==> src/shared/pulse_mod_pkg.sv <==
// Package: constants for the pulse modulation driver and timing generator.
// Assumes a single 25 MHz system clock; all windows are counted in cycles.
package pulse_mod_pkg;

  // ----------------------------------------------------------------------
  // Clock and timing figures
  // ----------------------------------------------------------------------
  localparam int CLK_HZ          = 25000000;
  localparam int ADC_HOLD_US     = 1000;   // 1 msec converter tail
  localparam int INTEG_MIN_US    = 10;     // Normal minimum gate time
  localparam int INTEG_FAST_US   = 1;      // Fast minimum gate time
  localparam int SETTLE_CYC      = 4;      // RF stable delay before gate
  // Least times truncate: the clock is taken in whole MHz
  localparam int ADC_HOLD_CYC  = (ADC_HOLD_US * (CLK_HZ / 1000000));
  localparam int INTEG_MIN_CYC = (INTEG_MIN_US * (CLK_HZ / 1000000));
  localparam int INTEG_FAST_CYC = (INTEG_FAST_US * (CLK_HZ / 1000000));
  localparam int CNT_W = 16;

  // ----------------------------------------------------------------------
  // Reset values
  // ----------------------------------------------------------------------
  localparam logic RST_RF_ON = 1'b0;
  localparam logic RST_GATE  = 1'b0;

endpackage

==> src/verilog/window_timer.sv <==
// Window timer: loads a count and reports busy until it runs out.
// Assumes the caller holds the clock enable and a synchronous reset.
`timescale 1ns/1ps
module window_timer #(
  parameter int W = 16
) (
  input  wire logic         clk_in,
  input  wire logic         rstn_in,
  input  wire logic         ce_in,
  input  wire logic         load_in,
  input  wire logic [W-1:0] count_in,
  output      logic         busy_out
);
  // ----------------------------------------------------------------------
  // Parameter check
  // ----------------------------------------------------------------------
  // A zero-width counter could never hold a window
  if (W < 1) begin : g_bad_width
    $error("window_timer: counter width must be at least one bit");
  end

  // ----------------------------------------------------------------------
  // Counter
  // ----------------------------------------------------------------------
  logic [W-1:0] cnt_r;

  // Load wins over the decrement so a fresh event restarts the window
  always_ff @(posedge clk_in) begin
    if (!rstn_in) begin
      cnt_r <= '0;
    end else if (ce_in) begin
      if (load_in) begin
        cnt_r <= count_in;
      end else if (cnt_r != '0) begin
        cnt_r <= cnt_r - W'(1);
      end
    end
  end

  assign busy_out = (cnt_r != '0);
endmodule

==> src/verilog/pulse_mod_timing_driver.sv <==
// Pulse modulation driver and leveling loop timing generator.
// Assumes the pulse input is synchronous or comes via the two-stage
// synchroniser here; the pull-up is modelled by a drive-present input.
`timescale 1ns/1ps

// Operation
// - Pulse low turns RF off, high on
// - Undriven pulse input reads as high
// - Route drive to band0 or band1-4 modulator
// - Three timing outputs per pulse
// - Sample while RF on, hold when off
// - Converter enabled on, plus 1 msec after
// - Integrator gate closes only once RF stable
// - Normal mode gate closed at least 10 usec
// - Fast mode minimum closed time 1 usec
module pulse_mod_timing_driver #(
  parameter int ADC_CYC   = pulse_mod_pkg::ADC_HOLD_CYC,
  parameter int NORM_CYC  = pulse_mod_pkg::INTEG_MIN_CYC,
  parameter int FAST_CYC  = pulse_mod_pkg::INTEG_FAST_CYC,
  parameter int STAB_CYC  = pulse_mod_pkg::SETTLE_CYC
) (
  input  wire logic CLOCK_IN,
  input  wire logic RSTN_IN,
  input  wire logic CE_IN,
  input  wire logic PULSE_IN,
  input  wire logic PULSE_DRIVEN_IN,
  input  wire logic BAND_ZERO_IN,
  input  wire logic FAST_RESPONSE_IN,
  output      logic RF_ON_OUT,
  output      logic MOD0_DRIVE_OUT,
  output      logic MOD14_DRIVE_OUT,
  output      logic SAMPLE_OUT,
  output      logic ADC_EN_OUT,
  output      logic INTEG_CLOSE_OUT
);
  localparam int W = pulse_mod_pkg::CNT_W;

  // ----------------------------------------------------------------------
  // Parameter checks
  // ----------------------------------------------------------------------
  if (ADC_CYC < 1 || ADC_CYC >= (1 << W) || NORM_CYC < 1 ||
      NORM_CYC >= (1 << W) || FAST_CYC < 1 || FAST_CYC > NORM_CYC ||
      STAB_CYC < 1 || STAB_CYC >= (1 << W)) begin : g_bad
    $error("pulse_mod_timing_driver: timing parameter out of range");
  end

  // ----------------------------------------------------------------------
  // Input conditioning
  // ----------------------------------------------------------------------
  logic pulse_raw;
  logic sync1_r;
  logic sync2_r;
  logic rf_r;
  logic rf_prev_r;
  logic fast_r;
  logic band0_r;

  // An open input floats high through the pull-up
  assign pulse_raw = PULSE_IN | ~PULSE_DRIVEN_IN;

  // Two-stage synchroniser; first stage feeds only the second
  always_ff @(posedge CLOCK_IN) begin
    if (!RSTN_IN) begin
      sync1_r <= 1'b0;
      sync2_r <= 1'b0;
    end else if (CE_IN) begin
      sync1_r <= pulse_raw;
      sync2_r <= sync1_r;
    end
  end

  // RF state register, mode and band latched with it
  always_ff @(posedge CLOCK_IN) begin
    if (!RSTN_IN) begin
      rf_r      <= pulse_mod_pkg::RST_RF_ON;
      rf_prev_r <= pulse_mod_pkg::RST_RF_ON;
      fast_r    <= 1'b0;
      band0_r   <= 1'b0;
    end else if (CE_IN) begin
      rf_r      <= sync2_r;
      rf_prev_r <= rf_r;
      fast_r    <= FAST_RESPONSE_IN;
      band0_r   <= BAND_ZERO_IN;
    end
  end

  // ----------------------------------------------------------------------
  // Modulator drive routing
  // ----------------------------------------------------------------------
  // Drive is current into the modulator while RF is to be off
  logic drive_on;
  assign drive_on        = ~rf_r & RSTN_IN;
  assign MOD0_DRIVE_OUT  = drive_on & band0_r;
  assign MOD14_DRIVE_OUT = drive_on & ~band0_r;
  assign RF_ON_OUT       = rf_r;

  // ----------------------------------------------------------------------
  // Timing windows
  // ----------------------------------------------------------------------
  logic rf_fall;
  logic rf_rise;
  logic adc_busy;
  logic stab_busy;
  logic min_busy;
  logic stable;
  logic min_load;
  logic [W-1:0] min_count;
  logic stable_prev_r;

  assign rf_fall = rf_prev_r & ~rf_r;
  assign rf_rise = ~rf_prev_r & rf_r;

  // Converter tail after RF drops; droop spoils the held value later
  window_timer #(.W(W)) u_adc (
    .clk_in   (CLOCK_IN),
    .rstn_in  (RSTN_IN),
    .ce_in    (CE_IN),
    .load_in  (rf_fall),
    .count_in (W'(ADC_CYC)),
    .busy_out (adc_busy)
  );

  // Settling delay after RF rises before the integrator trusts it
  window_timer #(.W(W)) u_stab (
    .clk_in   (CLOCK_IN),
    .rstn_in  (RSTN_IN),
    .ce_in    (CE_IN),
    .load_in  (rf_rise),
    .count_in (W'(STAB_CYC)),
    .busy_out (stab_busy)
  );

  assign stable = rf_r & ~rf_rise & ~stab_busy;

  always_ff @(posedge CLOCK_IN) begin
    if (!RSTN_IN) begin
      stable_prev_r <= 1'b0;
    end else if (CE_IN) begin
      stable_prev_r <= stable;
    end
  end

  // Minimum closed time starts when the gate first closes
  assign min_load  = stable & ~stable_prev_r & ~min_busy;
  assign min_count = fast_r ? W'(FAST_CYC) : W'(NORM_CYC);

  window_timer #(.W(W)) u_min (
    .clk_in   (CLOCK_IN),
    .rstn_in  (RSTN_IN),
    .ce_in    (CE_IN),
    .load_in  (min_load),
    .count_in (min_count),
    .busy_out (min_busy)
  );

  // ----------------------------------------------------------------------
  // Timing outputs, registered
  // ----------------------------------------------------------------------
  logic sample_nxt;
  logic adc_nxt;
  logic integ_nxt;
  assign sample_nxt = rf_r;
  assign adc_nxt    = rf_r | rf_fall | adc_busy;
  assign integ_nxt  = stable | min_load | min_busy;

  always_ff @(posedge CLOCK_IN) begin
    if (!RSTN_IN) begin
      SAMPLE_OUT      <= pulse_mod_pkg::RST_GATE;
      ADC_EN_OUT      <= pulse_mod_pkg::RST_GATE;
      INTEG_CLOSE_OUT <= pulse_mod_pkg::RST_GATE;
    end else if (CE_IN) begin
      SAMPLE_OUT      <= sample_nxt;
      ADC_EN_OUT      <= adc_nxt;
      INTEG_CLOSE_OUT <= integ_nxt;
    end
  end
endmodule

==> config.mk <==
export PLATFORM = sky130hd
export DESIGN_NAME = pulse_mod_timing_driver
export DESIGN_NICKNAME = d
export VERILOG_FILES = /design/src/shared/pulse_mod_pkg.sv /design/src/verilog/window_timer.sv /design/src/verilog/pulse_mod_timing_driver.sv
export SDC_FILE = /design/constraint.sdc
export NUM_CORES = 1
export LEC_CHECK = 0
export BUFFER_PORTS_ARGS = -buffer_cell sky130_fd_sc_hd__buf_2
export CAP_MARGIN = 20
export CELL_PAD_IN_SITES_DETAIL_PLACEMENT = 1
export CELL_PAD_IN_SITES_GLOBAL_PLACEMENT = 1
export CORE_MARGIN = 5
export CORE_UTILIZATION = 42
export DETAILED_ROUTE_END_ITERATION = 10
export PLACE_DENSITY_LB_ADDON = 0.12
export SETUP_SLACK_MARGIN = 0.5
export SLEW_MARGIN = 5
export SYNTH_ARGS = -nofsm -noshare
export SYNTH_HDL_FRONTEND = slang
export SYNTH_SLANG_ARGS = --single-unit
==> constraint.sdc <==
create_clock -name CLOCK_IN -period 2.6 [get_ports CLOCK_IN]
set_clock_uncertainty 0.2 [all_clocks]
set_input_delay 0.13 -clock CLOCK_IN [delete_from_list [all_inputs] [get_ports CLOCK_IN]]
set_output_delay 0.13 -clock CLOCK_IN [all_outputs]
set_load 0.03 [all_outputs]
==> impl_results.md, run 1 <==
- Clock sinks: 57
- CP max stage cell: or4_4
- Syn avg cell area: 8.46 um^2
- Final hold slack: 0.104 ns
- Hold crit path type: in2reg
- Register area share after synthesis: 38.9%
- Slew Limit Fails: 0
- Most frequent CP cell: or4_4
- Vias per cell: 5.83
- Worst slew margin: 47.3%
- Layout cell share with drive strength beyond 1: 38.9%
- H-tree depth: 3
- Multi-input gate area in the final layout: 2040 um^2
- Leak: 1.61 nW
- Worst setup path class: reg2reg
- Pin count of the biggest net entering global routing: 40
- Sequential standard cell area: 1170 um^2
- Busiest grt layer: met2
- Antenna violations before repair: 0
- Req. time, crit path: 2.68 ns
- Most frequent cells in the layout: 49 x buf_4, 44 x dfxtp_1, 27 x nor2_1, 27 x a21oi_1, 16 x o31ai_1
- Overflow after GRT: 0
- Core Area: 6790 um^2
- Vias: 3,029
- Die W: 93.6 um
- CP Capture Type: flip-flop
- VDD IR max: 931 uV
- # setup viols final: 0
- Final worst path period share: 98.6%
- Total track usage: 20.6%
- Min Tclk post-route: 2.56 ns
- Max incr delay on CP: 0.44 ns
- Worst-skew pair later-pin latency: 0.34 ns
- P per Cell Area: 1720 nW/um^2
- Vias in the first global route: 2,996
- DRT Wirelength: 9.34 mm
- Worst Max-Slew Pin Slew: 0.789 ns
- Mapped Cells: 347
- Routing usage on met1: 25.8%
- Synthesis-stage register bit count: 57
- Crit path arrival time: 2.64 ns
- Max Cap Viol: 0
- Reg clk slew, reported paths: 0.07 ns
- TritonCTS Buffers: 9
- Die Area: 8760 um^2
- Dpl cells: 453
- P&R area growth vs syn: 41.6%
- Final Hold Vio Count: 0
- RSZ-0062 raised after global routing: yes
- Cell Area, Synth: 2930 um^2
- Worst-path fanout max: 3
- Fillers: 779
- DRT Pass-1 Iters: 4
- Initial Util: 43.2%
- Pre-CTS setup slack: -0.0168 ns
- Critical-path cell list: inv_2 -> ha_4 -> or3b_4 -> or4_4 -> or4_4 -> or4_4 -> a21oi_2
- Layout net count: 431
- Diode count: 0
- Clock Path Buffers: 2
- Global routing usage on met2: 35.0%
- Async set-reset flop share out of synthesis: 0%
- Status: completed
- Worst setup margin: 0.0356 ns
- WL per Instance: 18.0 um
- Global-route wire length before repair: 14.4 mm
- Met3 Use GR: 4.67%
- TritonCTS clock tree: yes
- Setup TNS: 0 ns
- Util after Layout: 61.2%
- Total I/O pin count: 13
- Leading cell type in the layout, fill and taps excluded: buf_4
- Dpl hpwl: 5.04 mm
- Ys flop type: dfxtp_1
- Number of synthesis warnings: 0
- Number of synthesized flops with an enable pin: 0
- Synthesized net count: 358
- Die Y: 93.6 um
- Rows: 30
- CTS Root Buffer Type: clkbuf_8
- Initial DRC count: 141
- Fmax: 0.390 GHz
- IO Port Bufs: 12
- Synth unique cells: 50
- GPL Wtd Cong: 0.785
- Non-filler instance count after layout: 520
- Cell family with most CP delay: simple AND/OR/NAND/NOR gates
- Antenna violation net count after detailed routing: 0
- DRC: 0
- Worst Path Buf+Inv: 1
- Startpoint types: flip-flop
==> repair_timing <==
action | in CTS | in global routing
pin swaps | 19 | 40
buffers inserted | 26 | 18
cloned | 2 | 1
resized for setup | 32 | 62
hold buffers | 5 | 0
endpoints found under the hold margin | 9 | 0
setup endpoints to repair | 31 | 46
==> through the flow <==
| step | instance area (um^2) | power (mW) |
|---|---|---|
| floorplan | 3020 | 3.69 |
| finish | 4160 | 7.16 |
| CTS | 3760 | 5.91 |
| global placement | 3220 | 4.33 |
| detailed placement | 3220 | 4.42 |
| global route | 4160 | 7.67 |
==> power by group <==
part	internal, mW	switching [mW]	leakage (nW)	total (mW)
registers	1.20	0.370	0.473	1.57
clock network	0.360	0.362	0.0887	0.721
logic	2.51	2.36	1.05	4.87
==> sequential cells by signal, summed over array words and instances (netlist names) <==
signal / flops
ADC_EN_OUT: 1
INTEG_CLOSE_OUT: 1
RF_ON_OUT: 1
SAMPLE_OUT: 1
band0_r: 1
fast_r: 1
stable_prev_r: 1
sync1_r: 1
sync2_r: 1
u_adc.cnt_r: 16
u_min.cnt_r: 16
u_stab.cnt_r: 16
==> worst min-delay path: stages <==
cell and delay [ns]:
buf_2 0.15, nand2_2 0.25, a21oi_2 0.05
==> logic make-up after synthesis <==
kind of cell    Yosys count  share of synthesized area [%]
compound gates          101                           22.3
flops                    57                           38.9
mux                       7                           2.39
xor+xnor                 11                           3.28
buf+inv                  30                           4.52
simple gates            137                           26.9
fa+ha+maj                 4                           1.71
==> layout make-up <==
type,count,share of cell area [%]
clock inverters,4,0.482
inverters,13,1.17
well taps,96,2.89
multi-input cells,261,49.0
repair buffers,78,15.0
clock buffers,11,3.40
flip-flops and latches,57,28.1
==> routing by layer <==
layer,up-vias,wire length [um]
met5,-,0
met4,0,119
met1,1502,4310
met2,39,4660
li1,1477,-
met3,11,250
==> path summary, 6_finish.rpt <==
check        depth (start not counted)               end           start  slack, ns
min reg2reg                          2     stable_prev_r   stable_prev_r       0.27
max reg2reg                          7   u_min.cnt_r[10]  u_min.cnt_r[0]       0.04
min                                  3  u_stab.cnt_r[12]         RSTN_IN       0.10
max                                  7   u_min.cnt_r[10]  u_min.cnt_r[0]       0.04
==> cell usage after synthesis (2+ instances only) <==
master | instances | share of area (%)
a211oi_1 | 4 | 1.0
a21o_1 | 2 | 0.51
a21oi_1 | 33 | 5.6
a22oi_1 | 2 | 0.51
a311oi_1 | 2 | 0.60
a31o_2 | 2 | 0.60
a31oi_1 | 5 | 1.1
and3_1 | 2 | 0.43
buf_6 | 2 | 0.77
clkbuf_1 | 12 | 1.5
dfxtp_1 | 57 | 39
ha_1 | 4 | 1.7
inv_1 | 13 | 1.7
mux2i_1 | 7 | 2.4
nand2_1 | 16 | 2.0
nand2b_1 | 2 | 0.43
nand3_1 | 5 | 0.85
nand3b_1 | 2 | 0.51
nand4_1 | 4 | 0.85
nor2_1 | 27 | 3.5
nor2b_1 | 3 | 0.64
nor3_1 | 11 | 1.9
nor3b_1 | 4 | 1.0
nor4_1 | 13 | 2.8
o2111ai_1 | 2 | 0.60
o211ai_1 | 7 | 1.8
o21a_1 | 3 | 0.77
o21ai_0 | 14 | 2.4
o31ai_1 | 19 | 4.9
o41ai_1 | 2 | 0.60
or2_2 | 5 | 1.1
or3_1 | 14 | 3.0
or4_1 | 20 | 5.1
or4_4 | 2 | 0.77
xnor2_1 | 4 | 1.2
xor2_1 | 7 | 2.1
No activity file was read; power rests on OpenSTA's default activity.
==> run 2: changes to the inputs <==
--- a/config.mk
+++ b/config.mk
@@ -9,10 +9,11 @@
 export CAP_MARGIN = 20
 export CELL_PAD_IN_SITES_DETAIL_PLACEMENT = 1
 export CELL_PAD_IN_SITES_GLOBAL_PLACEMENT = 1
+export CORE_ASPECT_RATIO = 0.8
 export CORE_MARGIN = 5
 export CORE_UTILIZATION = 42
 export DETAILED_ROUTE_END_ITERATION = 10
-export PLACE_DENSITY_LB_ADDON = 0.12
+export PLACE_DENSITY_LB_ADDON = 0.1
 export SETUP_SLACK_MARGIN = 0.5
 export SLEW_MARGIN = 5
 export SYNTH_ARGS = -nofsm -noshare
==> impl_results.md, run 2 (synthesis results as in run 1) <==
- Die Y: 84.8 um (was 93.6 um)
- Slew Limit Fails: 0 (unchanged)
- IO Port Bufs: 12 (unchanged)
- Core Area: 6860 um^2 (was 6790 um^2)
- Largest registers: u_adc.cnt_r (16), u_min.cnt_r (16), u_stab.cnt_r (16) (unchanged)
- Crit path arrival time: 2.74 ns (was 2.64 ns)
- DRC: 0 (unchanged)
- Worst Max-Slew Pin Slew: 0.761 ns (was 0.789 ns)
- WL per Instance: 22.6 um (was 18.0 um)
- RSZ-0062 raised after global routing: yes (unchanged)
- DRT Pass-1 Iters: 4 (unchanged)
- Global-route wire length before repair: 16.5 mm (was 14.4 mm)
- Pin count of the biggest net entering global routing: 40 (unchanged)
- Diode count: 0 (unchanged)
- Status: finished, violations left (was completed)
- Final Hold Vio Count: 0 (unchanged)
- Clock Path Buffers: 2 (unchanged)
- Cell family with most CP delay: simple AND/OR/NAND/NOR gates (unchanged)
- Worst setup margin: -0.0617 ns (was 0.0356 ns)
- TritonCTS clock tree: yes (unchanged)
- Antenna violation net count after detailed routing: 0 (unchanged)
- Total I/O pin count: 13 (unchanged)
- P&R area growth vs syn: 51.4% (was 41.6%)
- Pre-CTS setup slack: -0.0214 ns (was -0.0168 ns)
- Most frequent CP cell: or4_4 (unchanged)
- Final Instance Area: 4440 um^2 (was 4160 um^2)
- CTS Root Buffer Type: clkbuf_8 (unchanged)
- Layout cell share with drive strength beyond 1: 47.8% (was 38.9%)
- Final hold slack: 0.221 ns (was 0.104 ns)
- Rows: 27 (was 30)
- Worst-skew pair later-pin latency: 0.34 ns (about the same)
- DRT Wirelength: 11.8 mm (was 9.34 mm)
- Startpoint types: flip-flop (unchanged)
- Vias: 3,241 (was 3,029)
- CP max stage cell: or4_4 (unchanged)
- Die Area: 8770 um^2 (was 8760 um^2)
- Die W: 103 um (was 93.6 um)
- Worst setup path class: reg2reg (unchanged)
- Initial Util: 42.8% (was 43.2%)
- Dpl cells: 448 (was 453)
- Worst Path Buf+Inv: 1 (unchanged)
- Non-filler instance count after layout: 522 (was 520)
- Fmax: 0.376 GHz (was 0.390 GHz)
- Failing checks: setup timing
- Vias per cell: 6.21 (was 5.83)
- Req. time, crit path: 2.68 ns (about the same)
- Max Cap Viol: 0 (unchanged)
- Reg clk slew, reported paths: 0.08 ns (was 0.07 ns)
- GPL Wtd Cong: 0.784 (was 0.785)
- Vias in the first global route: 3,248 (was 2,996)
- H-tree depth: 3 (unchanged)
- # setup viols final: 1 (was 0)
- Overflow after GRT: 0 (unchanged)
- Clock sinks: 57 (unchanged)
- Initial DRC count: 184 (was 141)
- Dpl hpwl: 5.65 mm (was 5.04 mm)
- Placement Cell Area: 3240 um^2 (was 3220 um^2)
- Hold crit path type: in2reg (unchanged)
- Final worst path period share: 102% (was 98.6%)
- Min Tclk post-route: 2.66 ns (was 2.56 ns)
- Max incr delay on CP: 0.47 ns (was 0.44 ns)
- Worst slew margin: 48.6% (was 47.3%)
- Worst-path fanout max: 3 (unchanged)
- Antenna violations before repair: 0 (unchanged)
- TritonCTS Buffers: 9 (unchanged)
- Critical-path cell list: inv_4 -> ha_4 -> or3b_4 -> or4_4 -> or4_4 -> or4_4 -> a21oi_2 (was inv_2 -> ha_4 -> or3b_4 -> or4_4 -> or4_4 -> or4_4 -> a21oi_2)
- Layout net count: 441 (was 431)
- CP Capture Type: flip-flop (unchanged)
- Total track usage: 23.9% (was 20.6%)
- Most frequent cells in the layout: 57 x buf_4, 36 x dfxtp_1, 25 x nor2_1 (was 49 x buf_4, 44 x dfxtp_1, 27 x nor2_1, 27 x a21oi_1, 16 x o31ai_1)
- Leading cell type in the layout, fill and taps excluded: buf_4 (unchanged)
-- run 2: cell count changes in the layout (fill, tap and decap cells not counted), moves of 4 or more --
cell / change
or3_1: -4
dfxtp_1: -8
a21oi_1: -5
a21oi_2: +5
o31ai_1: -4
or3_4: +4
dfxtp_2: +5
buf_4: +8
-- run 2: worst paths after layout --
check / from / to / slack, ns / cells after the start
worst max-delay path: u_min.cnt_r[0] / u_min.cnt_r[10] / -0.06 / 7
worst min-delay path: CE_IN / INTEG_CLOSE_OUT / 0.22 / 3
worst max register to register: u_min.cnt_r[0] / u_min.cnt_r[10] / -0.06 / 7
worst min register to register: stable_prev_r / stable_prev_r / 0.27 / 2
-- run 2: worst register-to-register path: cells and delay by family, from the launching register on --
| kind | cells | cell delay [ns] |
|---|---|---|
| buf+inv | 1 | 0.05 |
| compound gates | 1 | 0.13 |
| simple gates | 4 | 1.73 |
| flops | 1 | 0.36 |
| fa+ha+maj | 1 | 0.13 |
-- run 2: repair_timing --
item                                   4_1_cts  5_1_grt
hold buffers                                 5        0
endpoints found under the hold margin        9        0
gates resized for setup                     59       79
pin swaps                                   24       40
buffers inserted                            25       24
setup endpoints to repair                   38       43
cloned                                       4        0
-- run 2: final cells by class --
| cell class | instances | area [um^2] |
|---|---|---|
| clock buffers | 12 | 165 |
| inverters | 13 | 51.3 |
| clock inverters | 4 | 73.8 |
| flip-flops and latches | 57 | 1180 |
| multi-input cells | 262 | 2170 |
| well taps | 87 | 109 |
| repair buffers | 87 | 688 |
| fillers | 755 | 2420 |
-- run 2: layer usage --
layer,share of wire [%],global-route usage (%)
met4,2.4,8.59
met5,0,0
met2,51,39.3
met3,3.6,5.40
met1,43,30.4
-- run 2: through the flow --
stage / TNS (ns) / util (%)
after floorplan: 0 / -
after global placement: 0 / 47.2
after detailed placement: -0.0214 / 47.2
after CTS: 0 / 58.1
after global routing: -0.169 / 64.8
final: -0.0617 / 64.8
Power of run 2 is not shown: default switching activity piles up to over one toggle a cycle in this logic, so the estimate is an artifact.
==> run 3: changes to the inputs <==
--- a/config.mk
+++ b/config.mk
@@ -11,7 +11,7 @@
 export CELL_PAD_IN_SITES_GLOBAL_PLACEMENT = 1
 export CORE_ASPECT_RATIO = 0.8
 export CORE_MARGIN = 5
-export CORE_UTILIZATION = 42
+export CORE_UTILIZATION = 46
 export DETAILED_ROUTE_END_ITERATION = 10
 export PLACE_DENSITY_LB_ADDON = 0.1
 export SETUP_SLACK_MARGIN = 0.5
==> constraint.sdc (replaced) <==
create_clock -name CLOCK_IN -period 2.5 [get_ports CLOCK_IN]
set_clock_uncertainty 0.2 [all_clocks]
set_input_delay 0.125 -clock CLOCK_IN [delete_from_list [all_inputs] [get_ports CLOCK_IN]]
set_output_delay 0.125 -clock CLOCK_IN [all_outputs]
set_load 0.03 [all_outputs]
==> impl_results.md, run 3 (synthesis results as in run 1) <==
- Total track usage: 29.2% (was 23.9%)
- Diode count: 0 (unchanged)
- Vias: 3,565 (was 3,241)
- Total I/O pin count: 13 (unchanged)
- CP max stage cell: or4_4 (unchanged)
- Final Instance Area: 4500 um^2 (was 4440 um^2)
- Fmax: 0.361 GHz (was 0.376 GHz)
- Failing checks: setup timing (unchanged)
- DRT Pass-1 Iters: 5 (was 4)
- Layout cell share with drive strength beyond 1: 49.9% (was 47.8%)
- WL per Instance: 29.1 um (was 22.6 um)
- Pin count of the biggest net entering global routing: 40 (unchanged)
- Critical-path cell list: inv_2 -> ha_4 -> or3b_4 -> or4_4 -> or4_4 -> buf_4 -> o31ai_1 -> a21oi_2 (was inv_4 -> ha_4 -> or3b_4 -> or4_4 -> or4_4 -> or4_4 -> a21oi_2)
- R2R Setup Slk: -0.27 ns (was -0.06 ns)
- Die Area: 8090 um^2 (was 8770 um^2)
- Req. time, crit path: 2.53 ns (was 2.68 ns)
- Overflow after GRT: 0 (unchanged)
- Min Tclk post-route: 2.77 ns (was 2.66 ns)
- Hold crit path type: in2reg (unchanged)
- IO Port Bufs: 12 (unchanged)
- Reg clk slew, reported paths: 0.08 ns (about the same)
- P&R area growth vs syn: 53.3% (was 51.4%)
- CP Capture Type: flip-flop (unchanged)
- H-tree depth: 3 (unchanged)
- Global-route wire length before repair: 18.3 mm (was 16.5 mm)
- Final Hold Vio Count: 0 (unchanged)
- Initial Util: 46.7% (was 42.8%)
- Dpl hpwl: 5.75 mm (was 5.65 mm)
- DRT Wirelength: 15.1 mm (was 11.8 mm)
- Vias per cell: 6.90 (was 6.21)
- Placement Cell Area: 3270 um^2 (was 3240 um^2)
- Leading cell type in the layout, fill and taps excluded: buf_4 (unchanged)
- GPL Wtd Cong: 0.782 (was 0.784)
- Max incr delay on CP: 0.46 ns (was 0.47 ns)
- Slew Limit Fails: 0 (unchanged)
- Final worst path period share: 111% (was 102%)
- CTS Root Buffer Type: clkbuf_8 (unchanged)
- Antenna violation net count after detailed routing: 0 (unchanged)
- DRC: 0 (unchanged)
- Crit path arrival time: 2.80 ns (was 2.74 ns)
- Worst slew margin: 47.9% (was 48.6%)
- Core Area: 6280 um^2 (was 6860 um^2)
- Antenna violations before repair: 0 (unchanged)
- Worst setup margin: -0.271 ns (was -0.0617 ns)
- TritonCTS Buffers: 9 (unchanged)
- Rows: 26 (was 27)
- Util after Layout: 71.6% (was 64.8%)
- # setup viols final: 4 (was 1)
- Worst Max-Slew Pin Slew: 0.781 ns (was 0.761 ns)
- RSZ-0062 raised after global routing: yes (unchanged)
- Worst Path Buf+Inv: 2 (was 1)
- Worst-path fanout max: 4 (was 3)
- Cell family with most CP delay: simple AND/OR/NAND/NOR gates (unchanged)
- Worst-skew pair later-pin latency: 0.36 ns (was 0.34 ns)
- Worst setup path class: reg2reg (unchanged)
- Status: finished, violations left (unchanged)
- Initial DRC count: 320 (was 184)
- Clock Path Buffers: 2 (unchanged)
- TritonCTS clock tree: yes (unchanged)
- Clock sinks: 57 (unchanged)
- Layout net count: 439 (was 441)
- Final hold slack: 0.0510 ns (was 0.221 ns)
- Largest registers: u_adc.cnt_r (16), u_min.cnt_r (16), u_stab.cnt_r (16) (unchanged)
- Die Y: 81.4 um (was 84.8 um)
- Most frequent cells in the layout: 48 x buf_4, 33 x dfxtp_1, 24 x nor2_1 (was 57 x buf_4, 36 x dfxtp_1, 25 x nor2_1)
- Max Cap Viol: 0 (unchanged)
- Most frequent CP cell: or4_4 (unchanged)
- Vias in the first global route: 3,431 (was 3,248)
- Startpoint types: flip-flop (unchanged)
- Setup TNS: -0.635 ns (was -0.0617 ns)
- Die W: 99.3 um (was 103 um)
==> run 3: cell types whose count changed in the layout (fill, tap and decap cells not counted), sizes merged <==
cell / change
or2: +1
clkinv: +1
a31o: +1
buf: -3
o211a: -1
clkinvlp: +1
clkbuf: -2
==> run 3: per-stage QoR <==
step	instances	worst slack, ns
CTS	494	-0.0835
detailed placement	446	-0.0730
floorplan	347	-0.0294
global route	517	-0.335
finish	517	-0.271
global placement	446	-0.0262
==> run 3: final cells by class <==
class | count | area (um^2)
fillers | 656 | 1780
clock buffers | 10 | 128
flip-flops and latches | 57 | 1190
well taps | 84 | 105
clock inverters | 6 | 82.6
repair buffers | 84 | 684
multi-input cells | 263 | 2260
inverters | 13 | 51.3
==> run 3: final timing paths <==
path | cells past startpoint | from | to
max reg2reg | 8 | u_min.cnt_r[0] | u_min.cnt_r[10]
min reg2reg | 2 | stable_prev_r | stable_prev_r
max | 8 | u_min.cnt_r[0] | u_min.cnt_r[10]
min | 3 | RSTN_IN | u_adc.cnt_r[9]
==> run 3: layer usage <==
layer  vias up  share of wire, %  wire length (um)  track usage (%)
li1       1492                 -                 -                -
met1      1769                39              5940             34.3
met2       238                47              7150             50.3
met3        66               8.0              1210             7.72
met4         0               5.1               771             13.6
met5         -                 0                 0                0
==> run 3: repair_timing <==
item | in CTS | in global routing
endpoints found under the hold margin | 9 | 0
setup buffers | 24 | 21
resized for setup | 73 | 75
pin swaps | 26 | 33
setup endpoints to repair | 46 | 48
cloned | 3 | 2
hold buffers | 5 | 0
==> run 3: tightest hold or removal path, delay by kind of cell <==
| family | cells | cell delay [ns] |
|---|---|---|
| buffers and inverters | 1 | 0.16 |
| and+or+nand+nor | 2 | 0.28 |
Power of run 3 is left out for the same reason.
